--- config.mk ---
export PLATFORM = sky130hd
export DESIGN_NAME = cfs_supervisor
export DESIGN_NICKNAME = d
export VERILOG_FILES = /design/src/core/cfs_pkg.sv /design/src/core/cfs_supervisor.sv
export SDC_FILE = /design/constraint.sdc
export NUM_CORES = 1
export LEC_CHECK = 0
export ABC_AREA = 1
export BUFFER_PORTS_ARGS = -buffer_cell sky130_fd_sc_hd__clkbuf_2
export CAP_MARGIN = 0
export CORE_AREA = 2 2 153 155
export CTS_CLUSTER_DIAMETER = 120
export DETAILED_ROUTE_END_ITERATION = 8
export DIE_AREA = 0 0 155 157
export GPL_ROUTABILITY_DRIVEN = 0
export GPL_TIMING_DRIVEN = 0
export PLACE_DENSITY = 0.76
export SETUP_SLACK_MARGIN = 0.05
export SLEW_MARGIN = 10
export SYNTH_ARGS = -nofsm -noshare
export SYNTH_HDL_FRONTEND = slang
export SYNTH_SLANG_ARGS = --single-unit
--- constraint.sdc ---
create_clock -name clk -period 7.4 [get_ports clk]
set_input_delay 0.74 -clock clk [delete_from_list [all_inputs] [get_ports clk]]
set_output_delay 0.74 -clock clk [all_outputs]
set_load 0.01 [all_outputs]
--- src/core/cfs_pkg.sv ---
// Package of constants and types for the charger fault supervisor
package cfs_pkg;

  // Register byte offsets
  localparam logic [11:0] CFS_STATUS_OFS  = 12'h000;
  localparam logic [11:0] CFS_FLAG_OFS    = 12'h004;
  localparam logic [11:0] CFS_MASK_OFS    = 12'h008;
  localparam logic [11:0] CFS_CONTROL_OFS = 12'h00c;

  // Fault indices in status, flag and mask
  localparam int CFS_NFAULT       = 13;
  localparam int CFS_F_AC1_OVP    = 0;
  localparam int CFS_F_AC2_OVP    = 1;
  localparam int CFS_F_BUS_OVP    = 2;
  localparam int CFS_F_WEAK       = 3;
  localparam int CFS_F_SYS_OVP    = 4;
  localparam int CFS_F_SYS_SHORT  = 5;
  localparam int CFS_F_BAT_OVP    = 6;
  localparam int CFS_F_BAT_OCP    = 7;
  localparam int CFS_F_IN_OCP     = 8;
  localparam int CFS_F_OTG_OUTPUT_OVERVOLTAGE    = 9;
  localparam int CFS_F_OTG_OUTPUT_UNDERVOLTAGE    = 10;
  localparam int CFS_F_THERMAL_REGULATION       = 11;
  localparam int CFS_F_THERMAL_SHUTDOWN      = 12;

  // Control register fields
  localparam int CFS_C_FITTED  = 0;
  localparam int CFS_C_BATOC   = 1;
  localparam int CFS_C_INOC    = 2;
  localparam int CFS_C_HIZ     = 3;
  localparam int CFS_C_FETDIS  = 4;
  localparam int CFS_C_OTG     = 5;
  localparam int CFS_CTRL_W    = 6;

  // Reset values
  localparam logic [CFS_CTRL_W-1:0] CFS_CONTROL_RST = 6'h00;
  localparam logic [CFS_NFAULT-1:0] CFS_MASK_RST    = 13'h0000;

  // Timing
  localparam int          CFS_TW          = 36;
  localparam longint      CFS_CLK_HZ      = 100_000_000;
  localparam longint      CFS_RETEST_S    = 420;
  localparam longint      CFS_TEST_MS     = 10;
  localparam longint      CFS_OTG_OFF_MS  = 500;
  localparam longint      CFS_INT_US      = 256;
  localparam logic [CFS_TW-1:0] CFS_RETEST_CYC  = CFS_TW'(CFS_RETEST_S * CFS_CLK_HZ);
  localparam logic [CFS_TW-1:0] CFS_TEST_CYC    = CFS_TW'((CFS_TEST_MS * CFS_CLK_HZ) / 1000);
  localparam logic [CFS_TW-1:0] CFS_OTG_OFF_CYC = CFS_TW'((CFS_OTG_OFF_MS * CFS_CLK_HZ) / 1000);
  localparam logic [CFS_TW-1:0] CFS_INT_CYC     = CFS_TW'((CFS_INT_US * CFS_CLK_HZ) / 1000000);

  // Comparator results, asynchronous to clk
  typedef struct packed {
    logic ac1_valid;
    logic ac2_valid;
    logic ac1_ovp;
    logic ac2_ovp;
    logic bus_ovp;
    logic bus_below_weak;
    logic sys_ovp;
    logic sys_in_reg;
    logic sys_short;
    logic sys_below_bat;
    logic bat_above_104;
    logic bat_above_102;
    logic bat_ocp;
    logic input_ocp;
    logic otg_above_rise;
    logic otg_above_fall;
    logic otg_below_uvp;
    logic thermal_regulation;
    logic thermal_shutdown_trip;
    logic thermal_shutdown_above_release;
    logic adapter_present;
  } cfs_cmp_t;

  // Power stage controls
  typedef struct packed {
    logic converter_enable;
    logic current_limit_low;
    logic ac1_fet_on;
    logic ac2_fet_on;
    logic battery_switch_on;
    logic ship_switch_on;
    logic test_load_on;
    logic charge_current_reduce;
    logic termination_disable;
    logic safety_timer_half_rate;
  } cfs_drv_t;

  typedef enum logic [1:0] {CFS_SRC_TEST, CFS_SRC_GOOD, CFS_SRC_WAIT} cfs_src_t;

endpackage

--- src/core/cfs_supervisor.sv ---
// Charger fault supervisor with AHB-Lite register slave
//
// Decided for this implementation: the AHB-Lite register port and the placing of the registers.
`timescale 1ns/1ps
`default_nettype none

module cfs_supervisor #(
  parameter logic [cfs_pkg::CFS_TW-1:0] RETEST_CYC  = cfs_pkg::CFS_RETEST_CYC,
  parameter logic [cfs_pkg::CFS_TW-1:0] TEST_CYC    = cfs_pkg::CFS_TEST_CYC,
  parameter logic [cfs_pkg::CFS_TW-1:0] OTG_OFF_CYC = cfs_pkg::CFS_OTG_OFF_CYC,
  parameter logic [cfs_pkg::CFS_TW-1:0] INT_CYC     = cfs_pkg::CFS_INT_CYC
) (
  // Clock and reset
  input  wire logic             clk,
  input  wire logic             reset,
  // AHB-Lite slave
  input  wire logic             hsel,
  input  wire logic [11:0]      haddr,
  input  wire logic [1:0]       htrans,
  input  wire logic             hwrite,
  input  wire logic [2:0]       hsize,
  input  wire logic             hready,
  input  wire logic [31:0]      hwdata,
  output logic [31:0]           hrdata,
  output logic                  hreadyout,
  output logic                  hresp,
  // Comparators and converter timing
  input  wire cfs_pkg::cfs_cmp_t cmp_async,
  input  wire logic             sw_cycle_tick,
  input  wire logic             run_request,
  // Power stage and host interrupt
  output cfs_pkg::cfs_drv_t     drv,
  output logic                  int_n
);
  import cfs_pkg::*;

  localparam int NCMP = $bits(cfs_cmp_t);

  // Two-stage synchroniser
  logic [NCMP-1:0] meta_q;
  logic [NCMP-1:0] sync_q;
  cfs_cmp_t        c;

  always_ff @(posedge clk or posedge reset) begin
    if (reset) begin
      meta_q <= '0;
      sync_q <= '0;
    end else begin
      meta_q <= cmp_async;
      sync_q <= meta_q;
    end
  end
  assign c = cfs_cmp_t'(sync_q);

  // Bus address phase
  logic        addr_ok;
  logic        wr_pend_q;
  logic [11:0] wr_addr_q;
  logic        rd_now;
  logic        rd_flag;
  logic        wr_mask;
  logic        wr_ctrl;

  assign addr_ok  = hsel && htrans[1] && hready;
  assign rd_now   = addr_ok && !hwrite;
  assign rd_flag  = rd_now && (haddr == CFS_FLAG_OFS);
  assign wr_mask  = wr_pend_q && (wr_addr_q == CFS_MASK_OFS);
  assign wr_ctrl  = wr_pend_q && (wr_addr_q == CFS_CONTROL_OFS);

  assign hreadyout = 1'b1;
  assign hresp     = 1'b0;

  // Registers
  logic [CFS_NFAULT-1:0] mask_q;
  logic [CFS_NFAULT-1:0] flag_q;
  logic [CFS_NFAULT-1:0] flag_d;
  logic [CFS_NFAULT-1:0] status;
  logic [CFS_NFAULT-1:0] status_q;
  logic [CFS_NFAULT-1:0] rise;
  logic [CFS_CTRL_W-1:0] ctrl_q;
  logic [CFS_CTRL_W-1:0] ctrl_d;

  // Fault latches with hysteresis
  logic sys_ovp_q;
  logic bat_ovp_q;
  logic thermal_shutdown_q;
  logic otg_output_overvoltage_q;
  logic adapter_q;
  logic reattach;

  logic otg_mode;
  logic fwd_charge;
  logic in_ocp_trip;

  assign otg_mode    = ctrl_q[CFS_C_OTG];
  assign fwd_charge  = c.adapter_present && !otg_mode;
  assign in_ocp_trip = ctrl_q[CFS_C_INOC] && fwd_charge && c.input_ocp;
  assign reattach    = c.adapter_present && !adapter_q;

  always_ff @(posedge clk or posedge reset) begin
    if (reset) begin
      sys_ovp_q <= 1'b0;
      bat_ovp_q <= 1'b0;
      thermal_shutdown_q   <= 1'b0;
      otg_output_overvoltage_q <= 1'b0;
      adapter_q <= 1'b0;
    end else begin
      adapter_q <= c.adapter_present;
      // Hold until back at regulation
      if (c.sys_ovp)
        sys_ovp_q <= 1'b1;
      else if (c.sys_in_reg)
        sys_ovp_q <= 1'b0;
      // 104% trips, 102% releases
      if (c.bat_above_104)
        bat_ovp_q <= 1'b1;
      else if (!c.bat_above_102)
        bat_ovp_q <= 1'b0;
      // Release only past the hysteresis
      if (c.thermal_shutdown_trip)
        thermal_shutdown_q <= 1'b1;
      else if (!c.thermal_shutdown_above_release)
        thermal_shutdown_q <= 1'b0;
      // Acts on the next switching cycle
      if (!otg_mode || !c.otg_above_fall)
        otg_output_overvoltage_q <= 1'b0;
      else if (sw_cycle_tick && c.otg_above_rise)
        otg_output_overvoltage_q <= 1'b1;
    end
  end

  // Weak-source test sequencer
  cfs_src_t          src_q;
  cfs_src_t          src_d;
  logic [CFS_TW-1:0] src_cnt_q;
  logic [CFS_TW-1:0] src_cnt_d;
  logic              weak_q;
  logic              weak_d;
  logic              src_done;

  assign src_done = (src_cnt_q == '0);

  always_comb begin
    src_d     = src_q;
    src_cnt_d = src_done ? src_cnt_q : src_cnt_q - 1'b1;
    weak_d    = weak_q;
    case (src_q)
      CFS_SRC_TEST: begin
        if (src_done) begin
          weak_d = c.bus_below_weak;
          if (c.bus_below_weak) begin
            src_d     = CFS_SRC_WAIT;
            src_cnt_d = RETEST_CYC;
          end else begin
            src_d = CFS_SRC_GOOD;
          end
        end
      end
      CFS_SRC_WAIT: begin
        if (src_done) begin
          src_d     = CFS_SRC_TEST;
          src_cnt_d = TEST_CYC;
        end
      end
      default: begin
        // New adapter gets a fresh test
        if (reattach) begin
          src_d     = CFS_SRC_TEST;
          src_cnt_d = TEST_CYC;
        end
      end
    endcase
  end

  always_ff @(posedge clk or posedge reset) begin
    if (reset) begin
      src_q     <= CFS_SRC_TEST;
      src_cnt_q <= TEST_CYC;
      weak_q    <= 1'b0;
    end else begin
      src_q     <= src_d;
      src_cnt_q <= src_cnt_d;
      weak_q    <= weak_d;
    end
  end

  // OTG under-voltage retry
  logic              otg_off_q;
  logic [CFS_TW-1:0] otg_cnt_q;
  logic              otg_trip;
  logic              conv_on;

  assign otg_trip = otg_mode && drv.converter_enable && c.otg_below_uvp && !otg_off_q;

  always_ff @(posedge clk or posedge reset) begin
    if (reset) begin
      otg_off_q <= 1'b0;
      otg_cnt_q <= '0;
    end else if (otg_trip) begin
      otg_off_q <= 1'b1;
      otg_cnt_q <= OTG_OFF_CYC;
    end else if (otg_off_q) begin
      if (otg_cnt_q == '0)
        otg_off_q <= 1'b0;
      else
        otg_cnt_q <= otg_cnt_q - 1'b1;
    end
  end

  // Live status; held faults read from their latches
  always_comb begin
    status                  = '0;
    status[CFS_F_AC1_OVP]   = c.ac1_ovp;
    status[CFS_F_AC2_OVP]   = c.ac2_ovp;
    status[CFS_F_BUS_OVP]   = c.bus_ovp;
    status[CFS_F_WEAK]      = weak_q;
    status[CFS_F_SYS_OVP]   = sys_ovp_q;
    status[CFS_F_SYS_SHORT] = c.sys_short;
    status[CFS_F_BAT_OVP]   = bat_ovp_q;
    status[CFS_F_BAT_OCP]   = c.bat_ocp;
    status[CFS_F_IN_OCP]    = c.input_ocp;
    status[CFS_F_OTG_OUTPUT_OVERVOLTAGE]   = otg_output_overvoltage_q;
    status[CFS_F_OTG_OUTPUT_UNDERVOLTAGE]   = otg_off_q;
    status[CFS_F_THERMAL_REGULATION]      = c.thermal_regulation;
    status[CFS_F_THERMAL_SHUTDOWN]     = thermal_shutdown_q;
  end

  assign rise = status & ~status_q;

  // Set wins over clear-on-read
  assign flag_d = (rd_flag ? '0 : flag_q) | rise;

  // Hardware set of the shutdown bits wins over host writes and reattach
  always_comb begin
    ctrl_d = ctrl_q;
    if (wr_ctrl)
      ctrl_d = hwdata[CFS_CTRL_W-1:0];
    if (reattach) begin
      ctrl_d[CFS_C_HIZ]    = 1'b0;
      ctrl_d[CFS_C_FETDIS] = 1'b0;
    end
    if (in_ocp_trip) begin
      ctrl_d[CFS_C_HIZ]    = 1'b1;
      ctrl_d[CFS_C_FETDIS] = 1'b1;
    end
  end

  // Read mux
  logic [31:0] rd_data;
  assign rd_data = (haddr == CFS_STATUS_OFS)  ? 32'(status) :
                   (haddr == CFS_FLAG_OFS)    ? 32'(flag_q) :
                   (haddr == CFS_MASK_OFS)    ? 32'(mask_q) :
                   (haddr == CFS_CONTROL_OFS) ? 32'(ctrl_q) : 32'h0000_0000;

  always_ff @(posedge clk or posedge reset) begin
    if (reset) begin
      wr_pend_q <= 1'b0;
      wr_addr_q <= 12'h000;
      hrdata    <= 32'h0000_0000;
      mask_q    <= CFS_MASK_RST;
      flag_q    <= '0;
      status_q  <= '0;
      ctrl_q    <= CFS_CONTROL_RST;
    end else begin
      wr_pend_q <= addr_ok && hwrite;
      wr_addr_q <= haddr;
      if (rd_now)
        hrdata <= rd_data;
      if (wr_mask)
        mask_q <= hwdata[CFS_NFAULT-1:0];
      flag_q   <= flag_d;
      status_q <= status;
      ctrl_q   <= ctrl_d;
    end
  end

  // Interrupt pulse; events during a pulse do not stretch it
  logic              int_q;
  logic [CFS_TW-1:0] int_cnt_q;
  logic              int_event;

  assign int_event = |(rise & ~mask_q);

  always_ff @(posedge clk or posedge reset) begin
    if (reset) begin
      int_q     <= 1'b0;
      int_cnt_q <= '0;
    end else if (!int_q && int_event) begin
      int_q     <= 1'b1;
      int_cnt_q <= INT_CYC - 1'b1;
    end else if (int_q) begin
      if (int_cnt_q == '0)
        int_q <= 1'b0;
      else
        int_cnt_q <= int_cnt_q - 1'b1;
    end
  end
  assign int_n = !int_q;

  // Power stage decisions
  logic     ac1_ok;
  logic     ac2_ok;
  logic     use_ac1;
  logic     ship_open;
  cfs_drv_t drv_d;

  assign ac1_ok    = c.ac1_valid && !c.ac1_ovp;
  assign ac2_ok    = c.ac2_valid && !c.ac2_ovp;
  assign use_ac1   = ac1_ok;
  assign ship_open = c.bat_ocp && ctrl_q[CFS_C_FITTED] && ctrl_q[CFS_C_BATOC];

  // Any stopping fault overrides the run request
  assign conv_on = run_request
                && !c.bus_ovp
                && !(src_q == CFS_SRC_TEST) && !weak_q
                && !sys_ovp_q
                && !bat_ovp_q
                && !ctrl_q[CFS_C_HIZ]
                && !thermal_shutdown_q
                && !otg_output_overvoltage_q
                && !otg_off_q;

  always_comb begin
    drv_d                        = '0;
    drv_d.converter_enable       = conv_on;
    drv_d.current_limit_low      = c.sys_short;
    drv_d.ac1_fet_on             = use_ac1 && !ctrl_q[CFS_C_FETDIS];
    drv_d.ac2_fet_on             = !use_ac1 && ac2_ok && !ctrl_q[CFS_C_FETDIS];
    drv_d.battery_switch_on      = c.sys_below_bat;
    drv_d.ship_switch_on         = !ship_open;
    drv_d.test_load_on           = (src_q == CFS_SRC_TEST);
    drv_d.charge_current_reduce  = c.thermal_regulation;
    drv_d.termination_disable    = c.thermal_regulation;
    drv_d.safety_timer_half_rate = c.thermal_regulation;
  end

  // Registered so the pins never glitch on comparator races
  always_ff @(posedge clk or posedge reset) begin
    if (reset)
      drv <= '0;
    else
      drv <= drv_d;
  end

endmodule

`default_nettype wire

[Word-level counts from Yosys, hierarchy flattened]
Cells that the tools add are included.
Storage, ports and cells
  word-level logic and storage cells: 157
  register bits: 258
  input port bits: 77
  output and inout port bits: 45
Operators by class
  muxes and demuxes: 39
  add/sub/neg operators: 3
  eq/ne operators: 12
  reductions and logical operators: 68
  bitwise gates (word level): 5
Operators with widths (number)
  $mux 36: 11
  $logic_not 36->1: 3
  $sub 36x1->36 const B: 3
  $pmux 36 s2: 1
  $mux 13: 4
  $eq 12x4->1 const B: 4
  $logic_and 1x1->1: 32
  $and 13x13->13: 2
  $not 13->13: 2
  $logic_not 1->1: 19
  $mux 1: 14
  $or 13x13->13: 1
  $reduce_or 13->1: 1
  $eq 12x3->1 const B: 1
  $logic_not 12->1: 1
  $mux 2: 6
  $ne 2x2->1 const B: 4
  $reduce_bool 2->1: 4
  $mux 6: 1
  $reduce_and 2->1: 3
  $reduce_bool 3->1: 2
  $mux 5: 1
  $ne 2x1->1 const B: 2
  $pmux 2 s2: 1
  other kinds (4): 4

[Longest topological paths before layout]
Gate-level depths: netlist (run 1).
  depth after elaboration: 10
  depth in mapped cells: 13
  mapped depth without buffers: 12

[Worst setup path before layout (run 1)]
OpenSTA, ideal clock, no wires.
  path type: input to register
  start point: input port haddr[11]
  end point: register flag_q[10]
  path buffers: 1
  data required time: 7271 ps
  setup slack: 5565 ps
  setup time: 129 ps
  data arrival time: 1706 ps
  stages: 7
  cells stage by stage: nor2_1 -> nand2_1 -> nor2_2 -> nand3_1 -> clkbuf_1 -> o21ai_0 -> o21ai_0
Between the ends
  longest elaborated chain between the ends: 4
RTL lines
  start, declared: RTL line cfs_supervisor.sv:18  | input wire logic [11:0] haddr,
  $eq 12x3->1: RTL line cfs_supervisor.sv:66  | assign rd_flag = rd_now && (haddr == CFS_FLAG_OFS);
  $logic_and 1x1->1: RTL line cfs_supervisor.sv:66
  $mux 13: RTL line cfs_supervisor.sv:231  | assign flag_d = (rd_flag ? '0 : flag_q) | rise;
  $or 13x13->13: RTL line cfs_supervisor.sv:231
  net flag_d[10]: RTL line cfs_supervisor.sv:76  | logic [CFS_NFAULT-1:0] flag_d;
  end signal, assigned: RTL line cfs_supervisor.sv:271  | flag_q <= flag_d;
  end, declared: RTL line cfs_supervisor.sv:75  | logic [CFS_NFAULT-1:0] flag_q;
The timed path passes the listed nets, and every way through them passes these cells.
A chain may end at the register's enable or synchronous reset.

[Final worst setup path (run 1)]
  start point: register int_cnt_q[0]
  end point: register int_cnt_q[35]
Between the ends
  longest elaborated chain between the ends: 4
RTL lines
  start, declared: RTL line cfs_supervisor.sv:279  | logic [CFS_TW-1:0] int_cnt_q;
  start signal, assigned: RTL line cfs_supervisor.sv:290  | int_cnt_q <= INT_CYC - 1'b1;
  start signal, assigned: RTL line cfs_supervisor.sv:295  | int_cnt_q <= int_cnt_q - 1'b1;
  $sub 36x1->36: RTL line cfs_supervisor.sv:295
  $mux 36: RTL line cfs_supervisor.sv:292  | if (int_cnt_q == '0)
  $mux 36: RTL line cfs_supervisor.sv:291  | end else if (int_q) begin
  $mux 36: RTL line cfs_supervisor.sv:288  | end else if (!int_q && int_event) begin
Parallel ways exist; a longest one is shown, timed or not. The select of a mux whose other input is x is not followed.

==> results.toml, run 1 <==
[logic_synthesis]
async_flop_share = 1.000
yosys.area.top_type = "dfrtp_1"
synthCells = 1567
yosysSeqAreaShare = 0.4915
yosys-top-cells-area = "dfrtp_1 48%, nand2_1 13%, nor2_1 9.6%, nand3_1 5.6%, inv_1 3.6%"
synth-simple-area-share = 0.3354
synthDistinctLibCells = 40
ys_warn_count = 0
synth-compound-area-share = 0.05653
synth_ff_type = "dfrtp_1"
yosysTopAreaCellShare = 0.4762
synth-edff-count = 0
synth_top_family_by_area = "simple AND/OR/NAND/NOR gates"
synth.area.mux_share = 0.0009318
ys_ff_latch = 237
synth_xor_area_frac = 0.04203
syn_area_per_cell_um2 = 7.712
synth_fa_ha_area_frac = 0.004141
syn-cell-area_mm2 = 0.01209

[final_layout]
layout_common_cells = "423 x nand2_1, 309 x nor2_1, 230 x dfrtp_1"
final_common_cell = "nand2_1"
antenna_cells = 0
design_area_mm2 = 0.01388
fin_nets = 1773
syn_to_final_growth_pct = 14.84
drive_gt1_frac = 0.1268

[global_routing]
antenna_found_initial = 0
overflow = 0
grt_max_degree = 87
grt.total_usage = 0.2507
grt_pass1_wl_mm = 49.76
grt_pass1_vias = 10385

[cts]
clockBufferDepth = 3
cts_resized = 0
cts_setup_buffers = 0
clock_tree.htree_level_count = 1
cts_tree = "built"
cts-root-buf = "clkbuf_16"
cts_buffers = 25
insertion_delay_ps = 550
cts_hold_buf = 0
clk_pin_slew_ps = 70
cts_sinks = 237

[run]
drv_cap = 0

[worst_setup_path]
worst-setup-path-type = "register to register"
end_kind = "register"
critPathRequiredTime_ps = 7870
worstSetupStartpointType = "register"
arrival_ps = 2830
crit_fanout = 10

[floorplan]
die_width_um = 155
start_util = 0.5371
dieArea_mm2 = 0.02434
core_area_mm2 = 0.02250
ios = 122
die_height_um = 157
rows = 55

[detailed_routing]
ant_nets = 0
drcViolationCount = 0
drt-total-wl_mm = 30.24
viasPerCell = 5.391
drt_iter0_drc = 935
detail_route.wl_per_cell_um = 15.15
dr.pass1.iters = 5
vias = 10760

[power]
pwr-share-seq = 0.445
ir_worst_vdd_mv = 0.1875
switching_power_uw = 948.0
power.density_mw_per_mm2 = 241.8
internal_power_mw = 2.408
p_leak_nw = 7.415
combPwrFrac = 0.142
pwr-share-clk = 0.413
switching_share = 0.2825

[placed_design]
dp_slack_ps = 4943
placed_cell_area_mm2 = 0.01296
dp.final_hpwl_mm = 22.05
port_buffers = 77

[sta]
rsz0062_at_grt = "false"
drv_slew = 0
tightest_slew_ps = 610.2
maxSlewHeadroom = 0.5917
timing.final.crit_share = 0.3190
setup_ws_ps = 5040
finClkSkew_ps = 24.19
min_period_ps = 2360
final-setup-viol-count = 0
max_freq_ghz = 0.4236
hold_viol_final = 0

[outcome]
status = "finished, final reports clean"

[hold_path]
hold_class = "primary input to async pin"
## logic make-up after synthesis
group           Yosys count
other cells               2
fa+ha+maj                 4
compound gates          124
mux                       1
xor+xnor                 58
simple gates            962
flops                   237
buf+inv                 179
## registers in the layout, summed over array words and instances, names as in the netlist, 2 cells and up
name       flops
int_cnt_q     36
otg_cnt_q     36
src_cnt_q     36
c             21
meta_q        21
flag_q        13
hrdata        13
mask_q        13
status_q      13
wr_addr_q     12
ctrl_q         6
drv            6
src_q          2
## stage by stage
stage	cells	setup TNS [ps]	power [mW]	utilization	hold slack (ps)
final	1996	0	3.356	0.6167	239.0
after global routing	1996	0	3.499	0.6167	283.9
after CTS	1996	0	3.368	0.6167	254.1
after detailed placement	1950	0	1.982	0.5760	335.6
after global placement	1948	-517250	1.961	0.5732	331.4
after floorplan	1586	0	1.841	-	331.2
## power groups by stage
stage,Clock [mW],Sequential [mW],Combinational [mW]
floorplan,0,1.49,0.354
global placement,0,1.51,0.452
detailed placement,0,1.51,0.471
CTS,1.40,1.49,0.474
global route,1.46,1.50,0.539
finish,1.38,1.49,0.477
## cell usage after synthesis, types with 2 or more instances
cell type / number
nand2_1: 423
nor2_1: 309
dfrtp_1: 230
nand3_1: 135
inv_1: 116
o21ai_0: 70
xor2_1: 44
nand4_1: 33
buf_4: 26
clkbuf_1: 19
o21ai_1: 16
xnor2_1: 14
a21oi_1: 13
nor3_1: 13
nand2_2: 11
nor2_2: 11
nand3b_1: 10
buf_6: 7
dfstp_2: 7
o21bai_1: 7
or2_2: 7
buf_2: 6
o211ai_1: 5
ha_1: 4
o22ai_1: 4
a21boi_0: 3
nand3_2: 3
nor2_4: 3
a21o_1: 2
clkinv_2: 2
conb_1: 2
inv_2: 2
nand2_4: 2
o21ai_2: 2
## area by class of cell
cell class	count	area, um^2
sequential	237	5939
clock buffer	30	684.4
buffer	58	375.4
tap	285	356.6
inverter	121	464.2
timing repair buffer	79	440.4
fill	1971	8625
clock inverter	16	232.7
multi-input combinational	1170	5385
## critical path: stages, from the launching register on
cell,delay (ps)
dfrtp_1,390
inv_1,140
ha_1,310
nand2_1,180
nor2_4,80
nand2_1,80
nor2_2,60
a21oi_2,290
clkbuf_1,490
nand4_1,170
nand2_1,100
## layer usage
layer | vias up | global-route usage | wire [um]
li1 | 5206 | - | -
met5 | - | 0 | 0
met4 | 0 | 0.09259 | 1087
met3 | 87 | 0.03084 | 1905
met1 | 5087 | 0.3370 | 13020
met2 | 380 | 0.4203 | 14230
## final timing paths
path,slack (ps),cells past startpoint,from,endpoint
worst max-delay path,5040,10,int_cnt_q[0],int_cnt_q[35]
worst min-delay path,240,2,reset,meta_q[15]
worst max register to register,5040,10,int_cnt_q[0],int_cnt_q[35]
worst min register to register,330,0,meta_q[3],c[3]
max in group asynchronous,6350,3,reset,wr_addr_q[6]
min in group clk,290,1,cmp_async[1],meta_q[1]
Note: power is estimated with default switching activity, not from simulation.
==> run 2: changes to the inputs <==
--- a/config.mk
+++ b/config.mk
@@ -5,13 +5,13 @@
 export SDC_FILE = /design/constraint.sdc
 export NUM_CORES = 1
 export LEC_CHECK = 0
-export ABC_AREA = 1
+export ABC_AREA = 0
 export BUFFER_PORTS_ARGS = -buffer_cell sky130_fd_sc_hd__clkbuf_2
 export CAP_MARGIN = 0
-export CORE_AREA = 2 2 153 155
+export CORE_AREA = 2 2 143 145
 export CTS_CLUSTER_DIAMETER = 120
 export DETAILED_ROUTE_END_ITERATION = 8
-export DIE_AREA = 0 0 155 157
+export DIE_AREA = 0 0 145 147
 export GPL_ROUTABILITY_DRIVEN = 0
 export GPL_TIMING_DRIVEN = 0
 export PLACE_DENSITY = 0.76
==> constraint.sdc (replaced) <==
create_clock -name clk -period 2.1 [get_ports clk]
set_input_delay 0.21 -clock clk [delete_from_list [all_inputs] [get_ports clk]]
set_output_delay 0.21 -clock clk [all_outputs]
set_load 0.01 [all_outputs]
==> run 2 against run 1 <==
  * The run now ends with negative setup slack left
  * Combinational power increased to 3.7 times the previous value
  * Register-to-register slack got worse by 5600 ps
  * Final area rose by 8.2%
  * Synthesized cell count decreased by 40%
  * Synthesized area is 14% lower
  * Final cell count shrank 24%
  * Clock power grew to 3.4 times the previous value
  * Critical path depth fell by 3
  * Core utilization is 14 points higher
  * Fmax shrank 11%
  * Worst setup slack worse by 5600 ps
  * Critical path type unchanged
  * Largest power group unchanged
==> results.toml, run 2 <==
[outcome]
status = "complete, but fails checks"
violations = "negative setup slack"

[global_routing]
grt_use_met3 = 0.03137
grt_max_degree = 39
antenna_found_initial = 0
met1_usage = 0.3360
grt_pass1_vias = 8692
busiest_layer = "met2"
grt_pass1_wl_mm = 44.17
grtUsageMet2 = 0.4336
overflow = 0
grt.total_usage = 0.2530

[logic_synthesis]
synth_fa_ha_area_frac = 0.004833
syn_area_per_cell_um2 = 11.04
synth-simple-area-share = 0.1935
synth-compound-area-share = 0.09316
yosys-top-cells-area = "dfrtp_1 56%, xnor2_1 3.4%, nor2_1 3.0%, nand2_1 2.6%, nor4_1 2.5%"
async_flop_share = 1.000
synthDistinctLibCells = 68
synth_xor_area_frac = 0.04990
synth_top_family_by_area = "simple AND/OR/NAND/NOR gates"
yosys.area.top_type = "dfrtp_1"
yosysSeqAreaShare = 0.5736
synth-edff-count = 0
yosysTopAreaCellShare = 0.5558
syn-cell-area_mm2 = 0.01035
netlist_top_cells_count = "230 x dfrtp_1, 84 x nor2_1, 72 x nand2_1, 44 x o21ai_0, 41 x nor4_1"
ys_warn_count = 0
ys_ff_latch = 237
synth.most_common_cell = "dfrtp_1"
synthCells = 938
synth_ff_type = "dfrtp_1"
synth.area.mux_share = 0.04604

[floorplan]
die_width_um = 145
core_area_mm2 = 0.01984
start_util = 0.5218
die_height_um = 147
dieArea_mm2 = 0.02132
ios = 122
rows = 52

[power]
internal_power_mw = 8.614
switching_power_mw = 3.123
pwr-share-clk = 0.398
combPwrFrac = 0.152
ir_worst_vdd_mv = 0.7809
switching_share = 0.2661
p_leak_nw = 6.647
power.density_mw_per_mm2 = 781.6
pwr-share-seq = 0.450

[sta]
final-setup-viol-count = 113
setup_ws_ps = -557.9
hold_viol_final = 0
finClkSkew_ps = 17.55
max_freq_ghz = 0.3762
timing.final.crit_share = 1.266
min_period_ps = 2658
tightest_slew_ps = 786.5
maxSlewHeadroom = 0.4721
drv_slew = 0
fin_hold_ws_ps = 63.91
rsz0062_at_grt = "true"

[detailed_routing]
drt_iter0_drc = 714
vias = 8964
detail_route.wl_per_cell_um = 20.40
drcViolationCount = 0
drt-total-wl_mm = 30.79
viasPerCell = 5.940
ant_nets = 0
dr.pass1.iters = 6

[worst_setup_path]
reg2reg_depth = 7
crit_end = "otg_cnt_q[13]"
rr_endpoint = "otg_cnt_q[13]"
end_kind = "register"
worstSetupStartpointType = "register"
crit_start = "otg_cnt_q[28]"
reg2reg_from = "otg_cnt_q[28]"
arrival_ps = 3050
crit_fanout = 5
critPathRequiredTime_ps = 2490
r2r_setup_slack_ps = -560
worst-setup-path-type = "register to register"

[run]
drv_cap = 0

[final_layout]
fin_nets = 1304
drive_gt1_frac = 0.3947
largestRegisters = "int_cnt_q (36), otg_cnt_q (36), src_cnt_q (36)"
syn_to_final_growth_pct = 45.02
final_util = 0.7567
design_area_mm2 = 0.01502
multiInputGateArea_mm2 = 0.005301
seq_area_mm2 = 0.005947
nFillCells = 1102
layout_common_cells = "224 x dfrtp_1, 91 x buf_4, 78 x clkbuf_2"
antenna_cells = 0
final_common_cell = "dfrtp_1"
layout.cells.non_filler = 1509

[cts]
clock_tree.htree_level_count = 1
clk_pin_slew_ps = 60
cts-root-buf = "clkbuf_16"
clockBufferDepth = 3
cts_tree = "built"
cts_sinks = 237
cts_buffers = 25
insertion_delay_ps = 530

[hold_path]
holdCritStartpoint = "haddr[6]"
hold_class = "primary input to register"

[placed_design]
dpl.cell_count = 1311
dp.final_hpwl_mm = 15.28
port_buffers = 77
placed_cell_area_mm2 = 0.01172
## run 2: logic make-up after synthesis
family,count (synthesis)
AO/OA/AOI/OAI,141
XOR/XNOR,59
adder cells (fa/ha/maj),4
buffers and inverters,78
flip-flops,237
multiplexers,38
other,2
AND/OR/NAND/NOR,379
## run 2: critical path, stage by stage, from the launching register on
cell	delay [ps]
dfrtp_2	400
or4_4	540
or4b_4	490
or3_4	350
buf_12	150
o21ai_4	220
nor4_2	80
or3_1	310
## run 2: worst min path at each step
stage	endpoint	slack (ps)	depth (start not counted)
after floorplan	meta_q[0]	240	0
after global placement	meta_q[0]	320	1
after detailed placement	wr_addr_q[8]	190	2
after CTS	hrdata[0]	40	4
after global routing	hrdata[4]	60	4
final	hrdata[0]	60	4
## run 2: cell type report
class                   instances  area share
multi-input cells             643      0.3530
clock buffers                  33     0.04699
well taps                     270     0.02250
plain buffers                  54     0.02933
flip-flops and latches        237      0.3960
repair buffers                240      0.1361
inverters                      22    0.005916
clock inverters                10     0.01016
## run 2: power by group through the flow
stage | sequential [mW] | combinational (mW) | clock, mW
floorplan | 5.19 | 0.752 | 0
global placement | 5.25 | 0.935 | 0
detailed placement | 5.26 | 1.01 | 0
CTS | 5.21 | 1.38 | 4.66
global route | 5.31 | 1.91 | 4.89
finish | 5.28 | 1.78 | 4.67
## run 2: through the flow
stage               TNS (ps)  setup slack [ps]  total power, mW
detailed placement    -58700            -716.8            6.267
global route          -46850            -627.3            12.11
floorplan            -301560             -1210            5.942
global placement     -647640             -2555            6.186
finish                -39140            -557.9            11.74
CTS                   -26820            -576.2            11.26
## run 2: layer usage
metal / vias up / share of wire
met5: - / 0
met4: 0 / 0.042
met3: 116 / 0.065
met2: 437 / 0.50
met1: 4465 / 0.39
li1: 3946 / -
## run 2: timing repair
item | CTS | global route
resized for setup | 122 | 120
pin swaps | 58 | 80
cloned | 3 | 3
hold buffers | 51 | 0
endpoints found under the setup margin | 126 | 128
setup buffers | 66 | 36
endpoints found under the hold margin | 93 | 0
